[src/acsr_params.svh]
/*
 * Constants of the conversion setup word: select code, field positions,
 * reset value and the internal conversion divider.
 * Assumes it is included by bare name from the package and the top module.
 */
`ifndef ACSR_PARAMS_SVH
`define ACSR_PARAMS_SVH

// ****************************************************************
// Select code and layout
// ****************************************************************
`define ACSR_SEL_SETUP    2'h0
`define ACSR_WORD_W       10
`define ACSR_RESET_VALUE  10'h020
`define ACSR_BIT_EXT_REF  0
`define ACSR_BIT_MODE     1
`define ACSR_BIT_SLEEP    2
`define ACSR_BIT_CH_LO    3
`define ACSR_BIT_CH_HI    7
`define ACSR_BIT_TEST_LO  8
`define ACSR_BIT_TEST_HI  9

// ****************************************************************
// Timing
// ****************************************************************
`define ACSR_CONV_DIV     33

`endif

[src/acsr_pkg.sv]
/*
 * Types of the conversion setup block.
 * Assumes acsr_params.svh sits in the same folder.
 */
`include "acsr_params.svh"

package acsr_pkg;

    // Source routed into the converter for one result.
    typedef enum logic [2:0] {
        SRC_A_POS,
        SRC_A_NEG,
        SRC_B_POS,
        SRC_B_NEG,
        SRC_PAIR_A,
        SRC_PAIR_B,
        SRC_UPPER,
        SRC_MID
    } acsr_src_t;

    // Register write from the parallel bus.
    typedef struct packed {
        logic                      strobe;
        logic                      reg_select_lo;
        logic                      reg_select_hi;
        logic [`ACSR_WORD_W-1:0]   data;
    } acsr_wr_t;

    // Control outputs toward the analog core and the result store.
    typedef struct packed {
        logic      ext_ref;
        logic      sleep_request;
        logic      hold;
        logic      result_write;
        logic      lower_level;
        acsr_src_t source;
    } acsr_ctrl_t;

endpackage : acsr_pkg

[src/acsr_top.sv]
/*
 * Conversion setup word of a four-input sampling converter, with the
 * conversion sequencer and the block-ready output that it steers.
 * Assumes the bus strobe, select lines and the conversion clock pin are
 * synchronous to sys_clk, and that the trigger level comes from elsewhere.
 */
`timescale 1ns/1ps
`default_nettype none
`include "acsr_params.svh"

module acsr_top #(
    parameter int TRIG_W   = 5,
    parameter int CONV_DIV = `ACSR_CONV_DIV
) (
    // Clock and reset.
    input  wire logic              sys_clk,
    input  wire logic              rst_n,
    // Parallel bus write of the setup word.
    input  wire acsr_pkg::acsr_wr_t bus_wr,
    // Conversion clock or active-low start, shared pin.
    input  wire logic              conversion_clock_in,
    // Results per block, from the second setup word.
    input  wire logic [TRIG_W-1:0] trigger_level,
    // Controls to the analog core and the result store.
    output var  acsr_pkg::acsr_ctrl_t ctrl,
    // Block of results ready, active low one-cycle pulse.
    output logic                   block_ready_n
);
    import acsr_pkg::*;

    typedef enum logic [0:0] {ST_IDLE, ST_RUN} acsr_state_t;

    // ****************************************************************
    // Sequence decode
    // ****************************************************************

    // Last slot index of the sequence picked by bits 7:3.
    function automatic logic [1:0] acsr_last(input logic [4:0] code);
        case (code)
            5'h11, 5'h15, 5'h19: acsr_last = 2'h1;
            5'h12, 5'h16:        acsr_last = 2'h2;
            5'h13:               acsr_last = 2'h3;
            default:             acsr_last = 2'h0;
        endcase
    endfunction : acsr_last

    // Source converted in one slot; reserved codes fall back to input A+.
    function automatic acsr_src_t acsr_slot(input logic [4:0] code,
                                            input logic [1:0] idx);
        acsr_src_t s;
        s = SRC_A_POS;
        case (code)
            5'h00, 5'h01, 5'h02, 5'h03: s = acsr_src_t'({1'b0, code[1:0]});
            5'h04:                      s = SRC_PAIR_A;
            5'h05:                      s = SRC_PAIR_B;
            5'h11, 5'h12, 5'h13:        s = acsr_src_t'({1'b0, idx});
            5'h15:                      s = (idx == 2'h0) ? SRC_A_POS
                                                          : SRC_PAIR_B;
            5'h16:                      s = (idx == 2'h2) ? SRC_PAIR_B
                                          : acsr_src_t'({1'b0, idx});
            5'h19:                      s = (idx == 2'h0) ? SRC_PAIR_A
                                                          : SRC_PAIR_B;
            default:                    s = SRC_A_POS;
        endcase
        return s;
    endfunction : acsr_slot

    // ****************************************************************
    // Reset release
    // ****************************************************************
    logic rst_meta_n;
    logic rst_sync_n;

    // Two flops release the asynchronous reset in step with sys_clk.
    always_ff @(posedge sys_clk or negedge rst_n) begin
        if (!rst_n) begin
            rst_meta_n <= 1'b0;
            rst_sync_n <= 1'b0;
        end else begin
            rst_meta_n <= 1'b1;
            rst_sync_n <= rst_meta_n;
        end
    end

    // ****************************************************************
    // Setup word
    // ****************************************************************
    logic [`ACSR_WORD_W-1:0] cfg;
    wire  sel_setup = bus_wr.strobe &&
        ({bus_wr.reg_select_hi, bus_wr.reg_select_lo} == `ACSR_SEL_SETUP);

    // Only the all-low select code loads the word, even in power down.
    always_ff @(posedge sys_clk or negedge rst_sync_n) begin
        if (!rst_sync_n) begin
            cfg <= `ACSR_RESET_VALUE;
        end else if (sel_setup) begin
            cfg <= bus_wr.data;
        end
    end

    // Field views of the word.
    wire       cfg_ext_ref = cfg[`ACSR_BIT_EXT_REF];
    wire       cfg_single  = cfg[`ACSR_BIT_MODE];
    wire       cfg_sleep   = cfg[`ACSR_BIT_SLEEP];
    wire [4:0] cfg_chan    = cfg[`ACSR_BIT_CH_HI:`ACSR_BIT_CH_LO];
    wire [1:0] cfg_test    = cfg[`ACSR_BIT_TEST_HI:`ACSR_BIT_TEST_LO];
    wire [1:0] seq_last    = acsr_last(cfg_chan);

    // ****************************************************************
    // Pin edge and internal conversion tick
    // ****************************************************************
    logic        pin_prev;
    logic [5:0]  div_cnt;
    wire         pin_fall = pin_prev && !conversion_clock_in;
    wire         div_end  = (div_cnt == 6'(CONV_DIV - 1));

    // Edge history of the pin and the divider that paces single scans.
    always_ff @(posedge sys_clk or negedge rst_sync_n) begin
        if (!rst_sync_n) begin
            pin_prev <= 1'b1;
            div_cnt  <= 6'h00;
        end else begin
            pin_prev <= conversion_clock_in;
            div_cnt  <= div_end ? 6'h00 : div_cnt + 6'h01;
        end
    end

    // ****************************************************************
    // Sequencer
    // ****************************************************************
    acsr_state_t state;
    acsr_state_t next_state;
    logic [1:0]  idx;
    logic [1:0]  next_idx;
    logic        next_write;
    logic        next_hold;

    // Picks when a result is written and which slot comes next.
    always_comb begin
        next_state = state;
        next_idx   = idx;
        next_write = 1'b0;
        next_hold  = 1'b0;
        case (state)
            ST_IDLE: begin
                if (cfg_sleep) begin
                    next_idx = idx;
                end else if (!cfg_single && pin_fall) begin
                    next_hold  = 1'b1;
                    next_write = 1'b1;
                    next_idx   = (idx >= seq_last) ? 2'h0 : idx + 2'h1;
                end else if (cfg_single && pin_fall) begin
                    next_hold  = 1'b1;
                    next_idx   = 2'h0;
                    next_state = ST_RUN;
                end
            end
            ST_RUN: begin
                if (cfg_sleep) begin
                    next_state = ST_IDLE;
                    next_idx   = 2'h0;
                end else if (div_end) begin
                    next_write = 1'b1;
                    if (idx >= seq_last) begin
                        next_idx   = 2'h0;
                        next_state = ST_IDLE;
                    end else begin
                        next_idx = idx + 2'h1;
                    end
                end
            end
            default: begin
                next_state = ST_IDLE;
                next_idx   = 2'h0;
            end
        endcase
    end

    // A setup write restarts the scan order at its first slot.
    always_ff @(posedge sys_clk or negedge rst_sync_n) begin
        if (!rst_sync_n) begin
            state <= ST_IDLE;
            idx   <= 2'h0;
        end else begin
            state <= sel_setup ? ST_IDLE : next_state;
            idx   <= sel_setup ? 2'h0 : next_idx;
        end
    end

    // ****************************************************************
    // Source routing
    // ****************************************************************
    acsr_src_t chan_src;
    acsr_src_t next_src;
    wire       next_lower = (cfg_test == 2'h3);

    // Check levels replace the inputs whenever a check code is set.
    always_comb begin
        chan_src = acsr_slot(cfg_chan, idx);
        case (cfg_test)
            2'h1:    next_src = SRC_UPPER;
            2'h2:    next_src = SRC_MID;
            2'h3:    next_src = SRC_A_POS;
            default: next_src = chan_src;
        endcase
    end

    // ****************************************************************
    // Outputs and block counting
    // ****************************************************************
    logic [TRIG_W-1:0] wr_cnt;
    wire  [TRIG_W-1:0] cnt_inc  = wr_cnt + TRIG_W'(1);
    wire               trig_hit = next_write && (cnt_inc >= trigger_level);

    // All outputs leave flops; ready pulses once per completed block.
    always_ff @(posedge sys_clk or negedge rst_sync_n) begin
        if (!rst_sync_n) begin
            ctrl          <= '0;
            block_ready_n <= 1'b1;
            wr_cnt        <= '0;
        end else begin
            ctrl.ext_ref       <= cfg_ext_ref;
            ctrl.sleep_request <= cfg_sleep;
            ctrl.hold          <= next_hold;
            ctrl.result_write  <= next_write;
            ctrl.lower_level   <= next_lower;
            ctrl.source        <= next_src;
            if (cfg_test != 2'h0) begin
                block_ready_n <= 1'b1;
                wr_cnt        <= '0;
            end else if (trig_hit) begin
                block_ready_n <= 1'b0;
                wr_cnt        <= '0;
            end else begin
                block_ready_n <= 1'b1;
                wr_cnt        <= next_write ? cnt_inc : wr_cnt;
            end
        end
    end

    // ****************************************************************
    // Checks
    // ****************************************************************
    chk_reset_word: assert property (
        @(posedge sys_clk) disable iff (!rst_n)
        $rose(rst_sync_n) |-> cfg == `ACSR_RESET_VALUE)
        else $error("Setup word not at reset value after release.");

    chk_word_store: assert property (
        @(posedge sys_clk) disable iff (!rst_sync_n)
        sel_setup |=> cfg == $past(bus_wr.data))
        else $error("Setup word did not take the written data.");

    chk_other_select: assert property (
        @(posedge sys_clk) disable iff (!rst_sync_n)
        bus_wr.strobe && !sel_setup |=> $stable(cfg))
        else $error("Setup word changed on another select code.");

    chk_cont_write: assert property (
        @(posedge sys_clk) disable iff (!rst_sync_n)
        !cfg_single && !cfg_sleep && state == ST_IDLE && pin_fall
            && !sel_setup |=> ctrl.result_write && ctrl.hold)
        else $error("Falling clock edge wrote no result.");

    chk_start_hold: assert property (
        @(posedge sys_clk) disable iff (!rst_sync_n)
        cfg_single && !cfg_sleep && state == ST_IDLE && pin_fall
            && !sel_setup |=> ctrl.hold ##0 !ctrl.result_write)
        else $error("Start edge did not hold the inputs.");

    chk_sleep_quiet: assert property (
        @(posedge sys_clk) disable iff (!rst_sync_n)
        cfg_sleep |=> !ctrl.result_write && !ctrl.hold)
        else $error("Result written while powered down.");

    chk_check_ready: assert property (
        @(posedge sys_clk) disable iff (!rst_sync_n)
        cfg_test != 2'h0 |=> block_ready_n)
        else $error("Ready asserted in check mode.");

    chk_ready_pulse: assert property (
        @(posedge sys_clk) disable iff (!rst_sync_n)
        !block_ready_n |-> ctrl.result_write ##1 block_ready_n)
        else $error("Ready pulse not tied to a single write.");

    chk_upper_route: assert property (
        @(posedge sys_clk) disable iff (!rst_sync_n)
        cfg_test == 2'h1 |=> ctrl.source == SRC_UPPER)
        else $error("Upper check level not routed.");

endmodule : acsr_top

`default_nettype wire

[config.mk]
export PLATFORM = sky130hd
export DESIGN_NAME = acsr_top
export DESIGN_NICKNAME = d
export VERILOG_FILES = /design/src/acsr_pkg.sv /design/src/acsr_top.sv
export VERILOG_INCLUDE_DIRS = /design/src
export SDC_FILE = /design/constraint.sdc
export NUM_CORES = 1
export LEC_CHECK = 0
export BUFFER_PORTS_ARGS = -buffer_cell sky130_fd_sc_hd__buf_2
export CAP_MARGIN = 10
export CORE_UTILIZATION = 25
export CTS_CLUSTER_DIAMETER = 200
export DETAILED_ROUTE_END_ITERATION = 16
export GPL_TIMING_DRIVEN = 0
export PLACE_DENSITY_LB_ADDON = 0.2
export SLEW_MARGIN = 10
export SYNTH_ARGS = -nofsm -noshare
export SYNTH_HDL_FRONTEND = slang
export SYNTH_SLANG_ARGS = --single-unit
[constraint.sdc]
create_clock -name sys_clk -period 1.44 [get_ports sys_clk]
set_clock_uncertainty 0.15 [all_clocks]
set_input_delay 0.288 -clock sys_clk [delete_from_list [all_inputs] [get_ports sys_clk]]
set_output_delay 0.288 -clock sys_clk [all_outputs]
set_load 0.005 [all_outputs]
=== After elaboration in Yosys (flattened, before gate mapping) ===
Index checks and enable logic that the tools add are counted.

* Flip-flop bits (word level): 36
* Input bits: 21
* Output and inout bits: 9
* Word-level logic and storage cells: 93

* $add $sub $neg: 3
* Order comparisons: 2
* Equality and inequality tests: 19
* Multiplexer cells: 36
* Bitwise operators: 1
* Reductions and logical operators: 17

{| class="wikitable"
|+ Operators with widths
! operator !! count
|-
| $eq 5x5->1 const B || 6
|-
| $pmux 3 s7 || 1
|-
| $mux 1 || 17
|-
| $mux 5 || 3
|-
| $mux 2 || 7
|-
| $eq 5x2->1 const B || 2
|-
| $eq 5x3->1 const B || 2
|-
| $pmux 3 s3 || 1
|-
| $add 6x1->6 const B || 1
|-
| $eq 2x2->1 const B || 3
|-
| $eq 6x6->1 const B || 1
|-
| $mux 3 || 2
|-
| $mux 6 || 1
|-
| $pmux 2 s3 || 1
|-
| $reduce_or 3->1 || 2
|-
| $add 5x1->5 const B || 1
|-
| $eq 5x1->1 const B || 1
|-
| $ge 5x5->1 || 1
|-
| $logic_and 1x1->1 || 5
|-
| $logic_not 5->1 || 1
|-
| $logic_not 2->1 || 2
|-
| $ne 4x2->1 const B || 1
|-
| $ne 4x4->1 const B || 1
|-
| $pmux 1 s2 || 2
|-
| 12 further kinds || 13
|}

=== Depth between registers and ports, before layout ===
Gate-level depths: netlist of the first run.

* Word-level depth: 9
* Mapped depth: 9
* Depth with buffers taken out: 8

=== Worst setup path before layout of the first run ===
Ideal clock, no wire load.

* Kind: register to register
* Start: register cfg[5]
* End: register state
* Library setup time: 0.125 ns
* Arrival: 1.874 ns
* Required time: 1.165 ns
* Path slack: -0.709 ns
* Cell stages (with the launch flop): 9
* Path buffers: 1
* Period minus slack after synthesis: 2.149 ns
* Path through: dfstp_2 clkbuf_1 maj3_1 nor2_1 ha_1 nand2b_1 a21oi_1 nor3_1 a2111oi_0

* Word-level cells in the longest chain between the ends: 9
* Elaborated cells on any way between the ends: 15
* Those cells by class: 1 x order compare; 6 x eq/ne; 6 x mux; 2 x reduce/logical

{| class="wikitable"
|+ RTL lines
! element !! RTL line !! text
|-
| start: declaration || acsr_top.sv:88 || <nowiki>logic [`ACSR_WORD_W-1:0] cfg;</nowiki>
|-
| start signal: assignment || acsr_top.sv:95 || <nowiki>cfg <= `ACSR_RESET_VALUE;</nowiki>
|-
| start signal: assignment || acsr_top.sv:97 || <nowiki>cfg <= bus_wr.data;</nowiki>
|-
| $eq 5x5->1 || acsr_top.sv:39 || <nowiki>case (code)</nowiki>
|-
| $reduce_or 3->1 / $reduce_or 2->1 (equally long branches) || acsr_top.sv:39 ||
|-
| $pmux 2 s3 (*) || acsr_top.sv:39 ||
|-
| $ge 2x2->1 (*) || acsr_top.sv:164 || <nowiki>if (idx >= seq_last) begin</nowiki>
|-
| $mux 1 (*) || acsr_top.sv:164 ||
|-
| $mux 1 (*) || acsr_top.sv:162 || <nowiki>end else if (div_end) begin</nowiki>
|-
| $mux 1 (*) || acsr_top.sv:159 || <nowiki>if (cfg_sleep) begin</nowiki>
|-
| $pmux 1 s2 (*) || acsr_top.sv:144 || <nowiki>case (state)</nowiki>
|-
| $mux 1 (*) || acsr_top.sv:185 || <nowiki>state <= sel_setup ? ST_IDLE : next_state;</nowiki>
|-
| end signal: assignment || acsr_top.sv:185 ||
|-
| end: declaration || acsr_top.sv:131 || <nowiki>acsr_state_t state;</nowiki>
|}

Mark *: on every way between the ends. The rest lies on a longest branch, timed or not.
A chain may end at the register's enable or synchronous reset.

=== Worst setup path after layout of the first run ===
* Start: register wr_cnt[1]
* End: register wr_cnt[1]

* Word-level cells in the longest chain between the ends: 5
* Elaborated cells on any way between the ends: 7
* Those cells by class: 1 x add/sub; 1 x order compare; 3 x mux; 2 x reduce/logical

{| class="wikitable"
|+ RTL lines
! element !! RTL line !! text
|-
| start: declaration || acsr_top.sv:211 || <nowiki>logic [TRIG_W-1:0] wr_cnt;</nowiki>
|-
| start signal: assignment || acsr_top.sv:236 || <nowiki>wr_cnt <= next_write ? cnt_inc : wr_cnt;</nowiki>
|-
| $add 5x1->5 (*) || acsr_top.sv:212 || <nowiki>wire [TRIG_W-1:0] cnt_inc = wr_cnt + TRIG_W'(1);</nowiki>
|-
| $ge 5x5->1 || acsr_top.sv:213 || <nowiki>wire trig_hit = next_write && (cnt_inc >= trigger_level);</nowiki>
|-
| $logic_and 1x1->1 || acsr_top.sv:213 ||
|-
| $mux 5 || acsr_top.sv:231 || <nowiki>end else if (trig_hit) begin</nowiki>
|-
| $mux 5 || acsr_top.sv:228 || <nowiki>if (cfg_test != 2'h0) begin</nowiki>
|}

Mark *: on every way between the ends. The rest lies on a longest branch, timed or not. The select of a mux whose other input is x is not followed.

==> results of run 1 <==
synth_stat cells, types with 2 or more instances:
cell type	instances	area share, %
inv_1	14	2.7
nor3b_2	2	1.3
dfrtp_1	33	43
dfstp_2	3	4.1
a21oi_1	6	1.6
a21boi_0	5	1.9
nor3_1	3	0.78
nor2_1	10	1.9
o22ai_1	2	0.65
a2111oi_0	3	1.4
nand2_1	16	3.1
clkbuf_1	5	0.97
ha_1	17	11
nor3b_1	3	1.2
nor2b_1	6	1.9
mux2_2	8	4.7
nand3_1	7	1.8
a31oi_1	2	0.65
xnor2_1	5	2.3
o21ai_0	9	2.3
nand2b_1	7	2.3
cells by family (layout without fill, tap and decap cells):
family	count (synthesis)	count (layout)	synth area share, %
simple gates	58	58	16.1
compound gates	37	37	13.6
flops	36	36	46.8
buf+inv	20	75	3.88
fa+ha+maj	18	18	11.5
mux	9	9	5.18
xor+xnor	6	6	2.72
other cells	1	1	0.194
sequential cells by signal, summed over array words and instances, names as in the netlist:
signal         flops
cfg               10
ctrl               8
div_cnt            6
wr_cnt             5
idx                2
block_ready_n      1
pin_prev           1
rst_meta_n         1
rst_sync_n         1
state              1
timing repair:
item / 4_1_cts / 5_1_grt
setup endpoints to repair: 17 / 17
hold endpoints to repair: 3 / 0
pin swaps: 17 / 16
setup buffers: 12 / 8
gates resized for setup: 18 / 32
hold buffers: 2 / 0
metal layers:
metal | track usage [%] | wire [um] | up-vias
met5 | 0 | 0 | -
met4 | 2.82 | 29 | 0
met3 | 3.13 | 142 | 2
met2 | 16.5 | 1860 | 22
met1 | 13.2 | 1850 | 706
li1 | - | - | 749
worst min-delay path, stage by stage:
cell and delay, ns:
buf_2 0.07, nand2_1 0.04, o21ai_0 0.05
final cells by class:
class | instances | area, um2 | share of cell area, %
plain buffers | 2 | 27.5 | 1.00
multi-input cells | 129 | 1200 | 43.6
inverters | 15 | 58.8 | 2.14
flip-flops and latches | 36 | 913 | 33.2
well taps | 99 | 124 | 4.50
repair buffers | 51 | 330 | 12.0
clock buffers | 7 | 96.3 | 3.50
worst paths after layout:
| check | end |
|---|---|
| max reg2reg | wr_cnt[1] |
| min | cfg[4] |
| max | wr_cnt[1] |
| min in group asynchronous | rst_sync_n |
| min reg2reg | wr_cnt[2] |
| max in group asynchronous | idx[0] |
through the flow:
stage                     worst slack (ns)  TNS (ns)  util, %
after floorplan                     -0.558     -5.05        -
after detailed placement            -0.719     -8.48     31.3
after CTS                           -0.624     -5.76     34.6
after global placement              -0.744    -16.43     31.2
after global routing                -0.684     -7.05     37.3
final                               -0.563     -5.51     37.3
power groups by stage:
stage               clock [mW]  combinational, mW  sequential, mW
floorplan                    0              0.352            1.21
global placement             0              0.502            1.23
detailed placement           0              0.502            1.23
CTS                      0.793              0.567            1.22
global route             0.841              0.741            1.24
finish                   0.764              0.669            1.22
layout by cell type, fill, tap and decap left out, types with 5 or more instances in the layout:
cell type	n
nand2b_1	5
buf_2	29
dfrtp_1	26
clkbuf_8	9
nor2b_1	5
nand2_1	15
ha_1	13
inv_1	11
buf_4	16
mux2_2	7
o21ai_0	5
a21boi_1	5
nand3_1	6
dfrtp_2	7
nor2_1	7
==> results.md, run 1 <==
- The run finished, with violations left.
- The checks that failed: setup timing.
- The worst path in the final design needs a cycle of 2.00 ns, including I/O delays and setup.
- For the worst setup path, the data arrival time is 2.06 ns.
- When the netlist entered floorplanning its net count stood at 223.
- For this run, design rule violations remaining after detail routing come to 0.
- The critical path crosses 8 cells after its start point.
- The synthesized flop and latch total is 36.
- The routed layout has 1,479 vias.
- The measured slew at the worst slew-check pin is 0.745 ns.
- The combinational group share of total power is 25.2%.
- CTS saw 36 sinks.
- For the worst setup path, the data required time is 1.49 ns.
- The analysis attributes to net switching a power of 0.747 mW.
- The number of detailed-route iterations in the first pass is 4.
- In the post-route analysis, the smallest setup slack over all paths is -0.563 ns.
- For flop-to-flop paths, the worst setup slack is -0.56 ns.
- The count of antenna diodes in the layout is 0.
- Tracing the worst setup path back leads to its startpoint at wr_cnt[1].
- The number of buffer and inverter instances along the worst setup path is 0.
- The post-route total power is 2.65 mW.
- In this run the count of I/O pins placed on the die edge is 30.
- Walking the worst path, the cells encountered are ha_4, nand3_2, xnor2_4, ha_4, a21o_1, a31oi_4, nand3_1, a21boi_1.
- The final count of hold timing violations came to 0.
- The most instantiated flip-flop cell in the synthesis netlist is dfrtp_1.
- The post-route fraction of the period consumed by the critical path is 139%.
- The average cell area after synthesis is 10.4 um2.
- The number of H-tree levels is 2.
- The latest clock arrival within the worst-skew pair is 0.28 ns.
- The number of cells after detailed placement is 313.
- The internal power summed over all cells is 1.90 mW.
- The largest vdd supply drop is 365 uV.
- Dividing the detail-routed wire length by the instance count gives 11.5 um.
- The worst hold-check path type is input port to register.
- The total wirelength of the detailed-routed design is 3.88 mm.
- Once placement finished, the instance area stood at 2300 um2.
- The number of unique standard cell types used by synthesis is 40.
- The worst register-to-register path begins at wr_cnt[1].
- The die outline height is 89.9 um.
- At the end of routability-driven placement, the weighted congestion stood at 0.747.
- The worst reg2reg path depth is 8.
- Setup violations remaining at the end of the flow were counted as 16.
- After clock tree synthesis, the clock-pin slew on the worst setup and hold paths is 0.08 ns.
- The detail route stage leaves a number of antenna-violating nets equal to 0.
- Across the run, the number of max-cap violations was 0.
- The floorplan step defined a core boundary enclosing 7370 um2.
- Of all nets on the critical path, the largest fanout is 6.
- The initial standard-cell utilization of the core is 26.2%.
- The total global-route track usage is 10.2%.
- The first global-routing pass estimated 6.71 mm of wire.
- Final hold analysis gives a worst-case slack of 0.0554 ns.
- After the flow finishes, the layout carries non-filler instances totaling 339.
- The overall die width is 89.9 um.
- The timing-limited maximum frequency is 499 MHz.
- In this run, the number of DRC markers left after iteration 0 of detailed routing was 27.
- Entering global routing, the biggest net connects 35 pins.
- The via count of the first global-routing pass is 1,479.
- STA classifies the critical path startpoint as a register.
- Global routing finished with a remaining overflow of 0.
- The number of flops mapped to enable cells by yosys is 0.
- TritonCTS built the clock tree.
- The tree is rooted in a clkbuf_8.
- The total of fill cells in the finished design is 737.
- The number of instances in the synthesized netlist is 185.
- The number of placement rows is 31.
- The dominant delay contributor by cell family on the critical path is compound AO/OA/AOI/OAI gates.
- The part of the total power dissipated in the clock network is 28.8%.
- The endpoint kind of the worst setup timing path is a register.
- Sequential elements use 46.8% of the synthesized area.
- The total count of max-transition violations in the final report was 0.
- After routing the design area is 2750 um2.
- The worst setup path category is register to register.
- The floorplan step defined a die boundary enclosing 8090 um2.
- After the last flow step, the layout net total stands at 278.
- The static leakage is 1.24 nW.
- The number of antenna violations at the first check in global routing is 0.
- The number of CTS-inserted buffers is 5.
- The fraction of power consumed by sequential logic is 45.9%.
- The maximum clock insertion buffer count is 2.
- The worst hold path passes through 3 cells.
- The cell type of the slowest stage on the worst timing path is dfrtp_1.
- The netlist area before placement is 1930 um2.
- In this run the most critical hold path is launched from bus_wr[4].
- The fraction of final layout cells with drive strength greater than 1 is 48.3%.
- The sum of net half-perimeters after detailed placement is 2.59 mm.
- The power density relative to cell area is 963 nW/um2.
- Net switching is 28.2% of the power.
- The delay of the slowest cell on the worst path is 0.40 ns.
- The Yosys step of the flow raised 0 warnings.
- In the synthesized netlist the async set-or-reset flop fraction comes to 100%.
- Measured against its own limit, the worst slew margin works out to 50.3%.
- The number of buffer cells added on primary ports is 29.
- Among the stages of the critical path, the cell type that occurs most often is ha_4.
- The area overhead of the layout relative to synthesis is 42.3%.
- The detail-routed via count per cell is 4.36.
- Setup repair after global routing could not meet its margin everywhere.
Note: power is estimated with default switching activity, not from simulation.
==> run 2, diff against run 1 <==
--- a/config.mk
+++ b/config.mk
@@ -6,12 +6,14 @@
 export SDC_FILE = /design/constraint.sdc
 export NUM_CORES = 1
 export LEC_CHECK = 0
+export ABC_AREA = 1
 export BUFFER_PORTS_ARGS = -buffer_cell sky130_fd_sc_hd__buf_2
 export CAP_MARGIN = 10
 export CORE_UTILIZATION = 25
 export CTS_CLUSTER_DIAMETER = 200
 export DETAILED_ROUTE_END_ITERATION = 16
 export GPL_TIMING_DRIVEN = 0
+export HOLD_SLACK_MARGIN = 0.12
 export PLACE_DENSITY_LB_ADDON = 0.2
 export SLEW_MARGIN = 10
 export SYNTH_ARGS = -nofsm -noshare
==> run 2 against run 1 <==
Effect of this change:
- the run still ends with setup timing left
- die area rose by 5.7%
- synthesized cell count rose by 35%
- final area rose by 3.3%
- synthesized area rose by 5.8%
- power rose by 0.31%
- first-iteration DRC count rose by 96%
- hold slack improved by 0.10 ns
- global-route usage rose by 1.5 points
- worst setup slack improved by 0.068 ns
- critical path type unchanged
- critical endpoint is now wr_cnt[4]
- largest cell class unchanged
- highest routed layer unchanged
==> results.md, run 2 <==
- The synthesized flop and latch total is 36 (unchanged).
- The fraction of final layout cells with drive strength greater than 1 is 35.4% (was 48.3%).
- The worst reg2reg path depth came to 12 (was 8).
- The post-route fraction of the period consumed by the critical path is 134% (was 139%).
- RSZ-0062 raised after global routing: yes (unchanged).
- The total global-route track usage is 11.7% (was 10.2%).
- The detail-routed via count per cell is 4.22 (was 4.36).
- The placeable core area is 7810 um2 (was 7370 um2).
- The critical path startpoint category is a register (unchanged).
- The total clock sinks was 36 (unchanged).
- The count of nets after finishing is 353 (was 278).
- The die area is 8550 um2 (was 8090 um2).
- Leading registers by flop count: cfg x10, ctrl x8, div_cnt x6 (unchanged).
- Result of the run: complete, but fails checks (unchanged).
- The leading area contributor after synthesis is dfrtp_1 (unchanged).
- The switching power is 0.768 mW (was 0.747 mW).
- The worst path setup slack after routing was -0.495 ns (was -0.563 ns).
- The number of CTS-inserted buffers came to 5 (unchanged).
- The number of detailed-route iterations in the first pass came to 4 (unchanged).
- The worst setup path category is register to register (unchanged).
- The boundary pin count is 30 (unchanged).
- The total global routing overflow is 0 (unchanged).
- The total count of max-transition violations in the final report is 0 (unchanged).
- The portion of synthesized cell area occupied by the leading cell type is 40.4% (was 42.7%).
- The top fanout value on the critical path is 4 (was 6).
- The worst hold-check path type is input port to asynchronous set/reset pin (was input port to register).
- The overall die width is 92.5 um (was 89.9 um).
- The reported max-cap violation count is 0 (unchanged).
- The data required time of the worst path was 1.47 ns (was 1.49 ns).
- The fraction of power consumed by sequential logic is 45.2% (was 45.9%).
- The library cell with the highest instance count after synthesis is nand2_1 (was dfrtp_1).
- The wire length of the first global-routing pass was 7.97 mm (was 6.71 mm).
- The number of instances in the synthesized netlist is 250 (was 185).
- The share of flip-flops with an asynchronous set or reset after synthesis is 100% (unchanged).
- The number of vias in the routed layout is 1,762 (was 1,479).
- The average cell area after synthesis is 8.18 um2 (was 10.4 um2).
- The number of buffer cells added on primary ports came to 29 (unchanged).
- Violated checks: setup timing (unchanged).
- The clock transition at the registers of the reported paths was 0.07 ns (was 0.08 ns).
- The number of placement rows is 32 (was 31).
- The latest clock arrival within the worst-skew pair was 0.29 ns (was 0.28 ns).
- The netlist area before placement came to 2050 um2 (was 1930 um2).
- The most numerous cell on the critical path was inv_2 (was ha_4).
- The switching fraction of total power is 28.9% (was 28.2%).
- The largest vdd supply drop is 572 uV (was 365 uV).
- The routability congestion estimate from global placement is 0.756 (was 0.747).
- The detail-routed net length per standard cell is 10.6 um (was 11.5 um).
- The share of the yosys chip area belonging to registers is 44.2% (was 46.8%).
- The end-of-flow core utilization is 36.4% (was 37.3%).
- The internal power summed over all cells is 1.89 mW (was 1.90 mW).
- The area after detailed placement is 2330 um2 (was 2300 um2).
- The total of endpoints with negative setup slack in the final report came to 11 (was 16).
- The summed negative setup slack over all endpoints is -4.33 ns (was -5.51 ns).
- The measured slew at the worst slew-check pin is 0.764 ns (was 0.745 ns).
- The total wirelength of the detailed-routed design is 4.45 mm (was 3.88 mm).
- The power density relative to cell area was 935 nW/um2 (was 963 nW/um2).
- The part of the total power dissipated in the clock network is 33.3% (was 28.8%).
- Leading cell types in the layout, fill and taps excluded: nand2_1 (58), buf_2 (31), dfrtp_1 (29) (was buf_2 (29), dfrtp_1 (26), buf_4 (16)).
- Cells taking the most area after synthesis: dfrtp_1 (40%), nand2_1 (11%), ha_1 (10%) (was dfrtp_1 (43%), ha_1 (11%), mux2_2 (4.7%)).
- The endpoint kind of the worst setup timing path is a register (unchanged).
- The delay of the slowest cell on the worst path is 0.44 ns (was 0.40 ns).
- The placement-stage worst setup slack is -0.695 ns (was -0.719 ns).
- The count of synthesis-stage warnings from yosys is 0 (unchanged).
- The most common cell after layout, fill and taps aside is nand2_1 (was buf_2).
- The via count of the first global-routing pass was 1,769 (was 1,479).
- The post-synthesis net count is 288 (was 223).
- The number of H-tree levels came to 2 (unchanged).
- The number of antenna violations at the first check in global routing is 0 (unchanged).
- CP cell instances: ha_4, nand3_4, xor2_2, inv_2, ha_4, nand2_2, inv_2, nand4_1, nand2_2, inv_2, nand3_2, nand2_1 (was ha_4, nand3_2, xnor2_4, ha_4, a21o_1, a31oi_4, nand3_1, a21boi_1).
- The area overhead of the layout relative to synthesis is 38.8% (was 42.3%).
- The sum of net half-perimeters after detailed placement is 3.03 mm (was 2.59 mm).
- The worst hold slack after final layout is 0.158 ns (was 0.0554 ns).
- The number of flops mapped to enable cells by yosys is 0 (unchanged).
- The DRC marker count from the first detailed-route iteration is 53 (was 27).
- The maximum clock insertion buffer count came to 2 (unchanged).
- The combinational group share of total power is 21.5% (was 25.2%).
- The die outline height came to 92.5 um (was 89.9 um).
- The post-route DRC violation count is 0 (unchanged).
- The most flop-heavy register is cfg (unchanged).
- The cell type of the slowest stage on the worst timing path is dfrtp_2 (was dfrtp_1).
- The static leakage came to 1.44 nW (was 1.24 nW).
- The maximum number of pins on one net before global-route repair came to 35 (unchanged).
- The remaining max-slew budget at the tightest pin is 49.1% (was 50.3%).
- The signal arrival time at the worst endpoint is 1.96 ns (was 2.06 ns).
- The minimum clock period is 1.93 ns (was 2.00 ns).
- The final count of hold timing violations is 0 (unchanged).
- The initial standard-cell utilization of the core came to 26.2% (about the same).
- The timing-limited maximum frequency is 517 MHz (was 499 MHz).
- The CTS tree is built (unchanged).
- The buffer type at the clock tree root is clkbuf_8 (unchanged).
- The number of unique standard cell types used by synthesis came to 27 (was 40).
- Commonest cells in the synthesized netlist: nand2_1 (62), dfrtp_1 (33), inv_1 (32) (was dfrtp_1 (33), ha_1 (17), nand2_1 (16)).
- The count of antenna diodes in the layout was 0 (unchanged).
- The flip-flop count of the largest register, all copies and words added is 10 (unchanged).
- The most instantiated flip-flop cell in the synthesis netlist is dfrtp_1 (unchanged).
- The antenna violation net count after detailed routing is 0 (unchanged).
- The final instance area is 2840 um2 (was 2750 um2).
-- run 2: logic make-up (layout without fill, tap and decap cells) --
kind of cell               Yosys count  count (layout)  share of synthesized area [%]
and+or+nand+nor                    127             127                           29.3
buffers and inverters               42             108                           7.83
DFF                                 36              36                           44.2
AOI/OAI and AO/OA                   22              22                           5.93
adders and majority gates           17              17                           10.4
xor gates and xnor gates             5               5                           2.14
other                                1               1                          0.183
-- run 2: cell type report --
type | count | area, um2
clock inverter | 3 | 42.5
tap | 102 | 128
inverter | 40 | 153
timing repair buffer | 58 | 404
fill | 833 | 4970
buffer | 2 | 10.0
sequential | 36 | 910
multi-input combinational | 172 | 1120
clock buffer | 5 | 68.8
-- run 2: power by group through the flow --
| stage | Clock, mW | Combinational [mW] | Sequential [mW] |
|---|---|---|---|
| floorplan | 0 | 0.275 | 1.21 |
| global placement | 0 | 0.415 | 1.22 |
| detailed placement | 0 | 0.416 | 1.22 |
| CTS | 0.931 | 0.516 | 1.20 |
| global route | 0.972 | 0.650 | 1.22 |
| finish | 0.885 | 0.570 | 1.20 |
-- run 2: final timing paths --
path	to	startpoint	slack (ns)
setup / recovery	wr_cnt[4]	wr_cnt[0]	-0.49
hold / removal	rst_sync_n	rst_n	0.16
setup reg to reg	wr_cnt[4]	wr_cnt[0]	-0.49
hold reg to reg	ctrl[6]	rst_sync_n	0.20
max in group asynchronous	wr_cnt[0]	rst_sync_n	0.41
min in group sys_clk	rst_sync_n	rst_meta_n	0.20
-- run 2: per-layer routing --
metal | vias to the layer above | track usage (%) | routed length (um)
li1 | 914 | - | -
met3 | 4 | 2.71 | 140
met2 | 34 | 19.8 | 2090
met5 | - | 0 | 0
met1 | 810 | 15.2 | 2200
met4 | 0 | 2.73 | 27
-- run 2: timing repair --
action / 4_1_cts / 5_1_grt
gates cloned: 0 / 0
buffers inserted: 11 / 6
pin swaps: 9 / 9
setup endpoints to repair: 9 / 13
endpoints found under the hold margin: 13 / 0
gates resized for setup: 17 / 18
hold buffers: 12 / 0
-- run 2: worst max-delay path: cells and delay by family, from the launching register on --
family	cells	cell delay, ns
adders and majority gates	2	0.46
DFF	1	0.44
and+or+nand+nor	6	0.43
buffers and inverters	3	0.18
xor gates and xnor gates	1	0.17
-- run 2: through the flow --
step	power, mW	std cells
after detailed placement	1.64	381
final	2.66	418
after floorplan	1.48	250
after global placement	1.63	381
after CTS	2.65	412
after global routing	2.84	418
==> run 3, diff against run 2 <==
--- a/config.mk
+++ b/config.mk
@@ -19,3 +19,4 @@
 export SYNTH_ARGS = -nofsm -noshare
 export SYNTH_HDL_FRONTEND = slang
 export SYNTH_SLANG_ARGS = --single-unit
+export TNS_END_PERCENT = 20
==> run 3 against run 2 <==
Effect of this change:
- the run still ends with setup timing left
- non-clock buffer count fell by 8
- critical path depth did not move
- worst setup slack got worse by 0.018 ns
- largest cell class unchanged
- largest power group unchanged
- highest routed layer unchanged
==> results.md, run 3 (synthesized netlist as in run 2, its figures left out) <==
- Result of the run: complete, but fails checks (unchanged).
- Violated checks: setup timing (unchanged).
- Leading registers by flop count: cfg x10, ctrl x8, div_cnt x6 (unchanged).
- The total count of max-transition violations in the final report came to 0 (unchanged).
- The number of vias in the routed layout is 1,686 (was 1,762).
- The switching fraction of total power is 29.1% (was 28.9%).
- The total clock sinks is 36 (unchanged).
- The DRC marker count from the first detailed-route iteration is 57 (was 53).
- The flip-flop count of the largest register, all copies and words added came to 10 (unchanged).
- The count of antenna diodes in the layout was 0 (unchanged).
- The number of placement rows came to 32 (unchanged).
- The fraction of power consumed by sequential logic came to 46.2% (was 45.2%).
- The most flop-heavy register is cfg (unchanged).
- The post-route fraction of the period consumed by the critical path is 136% (was 134%).
- Leading cell types in the layout, fill and taps excluded: nand2_1 (60), buf_2 (31), dfrtp_1 (30) (was nand2_1 (58), buf_2 (31), dfrtp_1 (29)).
- The count of nets after finishing is 345 (was 353).
- The static leakage was 1.41 nW (was 1.44 nW).
- The placement-stage worst setup slack is -0.694 ns (was -0.695 ns).
- The worst hold-check path type is input port to asynchronous set/reset pin (unchanged).
- The worst path setup slack after routing was -0.513 ns (was -0.495 ns).
- The endpoint kind of the worst setup timing path is a register (unchanged).
- The clock transition at the registers of the reported paths was 0.08 ns (was 0.07 ns).
- The buffer type at the clock tree root is clkbuf_8 (unchanged).
- The number of H-tree levels came to 2 (unchanged).
- The sum of net half-perimeters after detailed placement came to 3.01 mm (was 3.03 mm).
- The total wirelength of the detailed-routed design is 4.15 mm (was 4.45 mm).
- The antenna violation net count after detailed routing came to 0 (unchanged).
- The summed negative setup slack over all endpoints is -4.20 ns (was -4.33 ns).
- RSZ-0062 raised after global routing: yes (unchanged).
- The wire length of the first global-routing pass was 7.17 mm (was 7.97 mm).
- The worst hold slack after final layout came to 0.154 ns (was 0.158 ns).
- The boundary pin count is 30 (unchanged).
- The end-of-flow core utilization is 35.0% (was 36.4%).
- The total global-route track usage is 10.4% (was 11.7%).
- The remaining max-slew budget at the tightest pin came to 48.1% (was 49.1%).
- The detail-routed via count per cell is 4.11 (was 4.22).
- The non-filler instance count after layout is 410 (was 418).
- The switching power is 0.757 mW (was 0.768 mW).
- The number of antenna violations at the first check in global routing is 0 (unchanged).
- The number of buffer cells added on primary ports is 29 (unchanged).
- The number of detailed-route iterations in the first pass came to 4 (unchanged).
- The number of cells after detailed placement came to 381 (unchanged).
- The data required time of the worst path is 1.47 ns (about the same).
- The maximum number of pins on one net before global-route repair is 35 (unchanged).
- The measured slew at the worst slew-check pin is 0.778 ns (was 0.764 ns).
- The placeable core area is 7810 um2 (unchanged).
- The reported max-cap violation count is 0 (unchanged).
- The post-route DRC violation count is 0 (unchanged).
- The power density relative to cell area is 952 nW/um2 (was 935 nW/um2).
- The area after detailed placement came to 2330 um2 (about the same).
- The total global routing overflow was 0 (unchanged).
- The initial standard-cell utilization of the core was 26.2% (unchanged).
- The latest clock arrival within the worst-skew pair is 0.29 ns (about the same).
- The via count of the first global-routing pass was 1,616 (was 1,769).
- The largest vdd supply drop is 368 uV (was 572 uV).
- The timing-limited maximum frequency is 512 MHz (was 517 MHz).
- The minimum clock period was 1.95 ns (was 1.93 ns).
- The final instance area is 2730 um2 (was 2840 um2).
- The signal arrival time at the worst endpoint is 1.98 ns (was 1.96 ns).
- The maximum clock insertion buffer count is 2 (unchanged).
- The critical path startpoint category was a register (unchanged).
- The detail-routed net length per standard cell came to 10.1 um (was 10.6 um).
- The most common cell after layout, fill and taps aside is nand2_1 (unchanged).
- The routability congestion estimate from global placement is 0.764 (was 0.756).
- The post-route total power is 2.60 mW (was 2.66 mW).
- The CTS tree is built (unchanged).
- The fraction of final layout cells with drive strength greater than 1 is 32.1% (was 35.4%).
- The internal power summed over all cells is 1.84 mW (was 1.89 mW).
- The die outline height is 92.5 um (unchanged).
- The die area is 8550 um2 (unchanged).
- The number of CTS-inserted buffers is 5 (unchanged).
- The part of the total power dissipated in the clock network is 34.5% (was 33.3%).
- The area overhead of the layout relative to synthesis is 33.4% (was 38.8%).
- The top fanout value on the critical path is 4 (unchanged).
- The final count of hold timing violations is 0 (unchanged).
- The worst setup path category is register to register (unchanged).
- The combinational group share of total power is 19.3% (was 21.5%).
- The overall die width is 92.5 um (unchanged).
- The total of endpoints with negative setup slack in the final report is 9 (was 11).
-- run 3: cell count changes in the layout (fill, tap and decap cells not counted), sizes merged --
cell	change
buf	-8
-- run 3: repair_timing --
action | CTS | global route
cloned | 0 | 0
pin swaps | 7 | 7
hold endpoints to repair | 13 | 0
setup buffers | 4 | 5
hold buffers | 12 | 0
endpoints found under the setup margin | 9 | 13
resized for setup | 13 | 13
-- run 3: area by class of cell --
type | instances | area [um2]
clock buffers | 5 | 68.8
flip-flops and latches | 36 | 908
multi-input cells | 172 | 1090
well taps | 102 | 128
repair buffers | 50 | 333
fillers | 838 | 5080
clock inverters | 3 | 42.5
plain buffers | 2 | 10.0
inverters | 40 | 150
-- run 3: path summary, 6_finish.rpt --
check                                     from    endpoint  slack (ns)  cells after the start
setup / recovery                     wr_cnt[0]   wr_cnt[3]       -0.51                     12
hold / removal                           rst_n  rst_sync_n        0.15                      2
setup reg to reg                     wr_cnt[0]   wr_cnt[3]       -0.51                     12
hold reg to reg                     rst_sync_n     ctrl[6]        0.20                      0
max in group asynchronous           rst_sync_n      cfg[6]        0.40                      0
min in group sys_clk       conversion_clock_in     ctrl[5]        0.20                      4
-- run 3: power groups by stage --
stage	Combinational [mW]	Clock (mW)	Sequential, mW
6_report	0.501	0.898	1.20
5_1_grt	0.574	0.984	1.22
4_1_cts	0.459	0.932	1.20
3_5_place_dp	0.415	0	1.22
3_3_place_gp	0.411	0	1.22
2_1_floorplan	0.272	0	1.21
-- run 3: critical path, cell delays in order (launching register included) --
cell and delay, ns:
dfrtp_1 0.40, ha_2 0.22, nand3_2 0.09, xor2_2 0.18, inv_2 0.06, ha_4 0.27
nand2_2 0.04, inv_2 0.05, nand4_1 0.08, nand2_2 0.12, inv_2 0.07, nand3_2 0.06
nand2_1 0.05
-- run 3: per-layer routing --
layer  wire length, um  vias to the layer above  global-route usage (%)
li1                  -                      901                       -
met4                23                        0                    2.73
met2              1840                       26                    16.6
met5                 0                        -                       0
met3               158                        4                    2.79
met1              2130                      755                    14.0
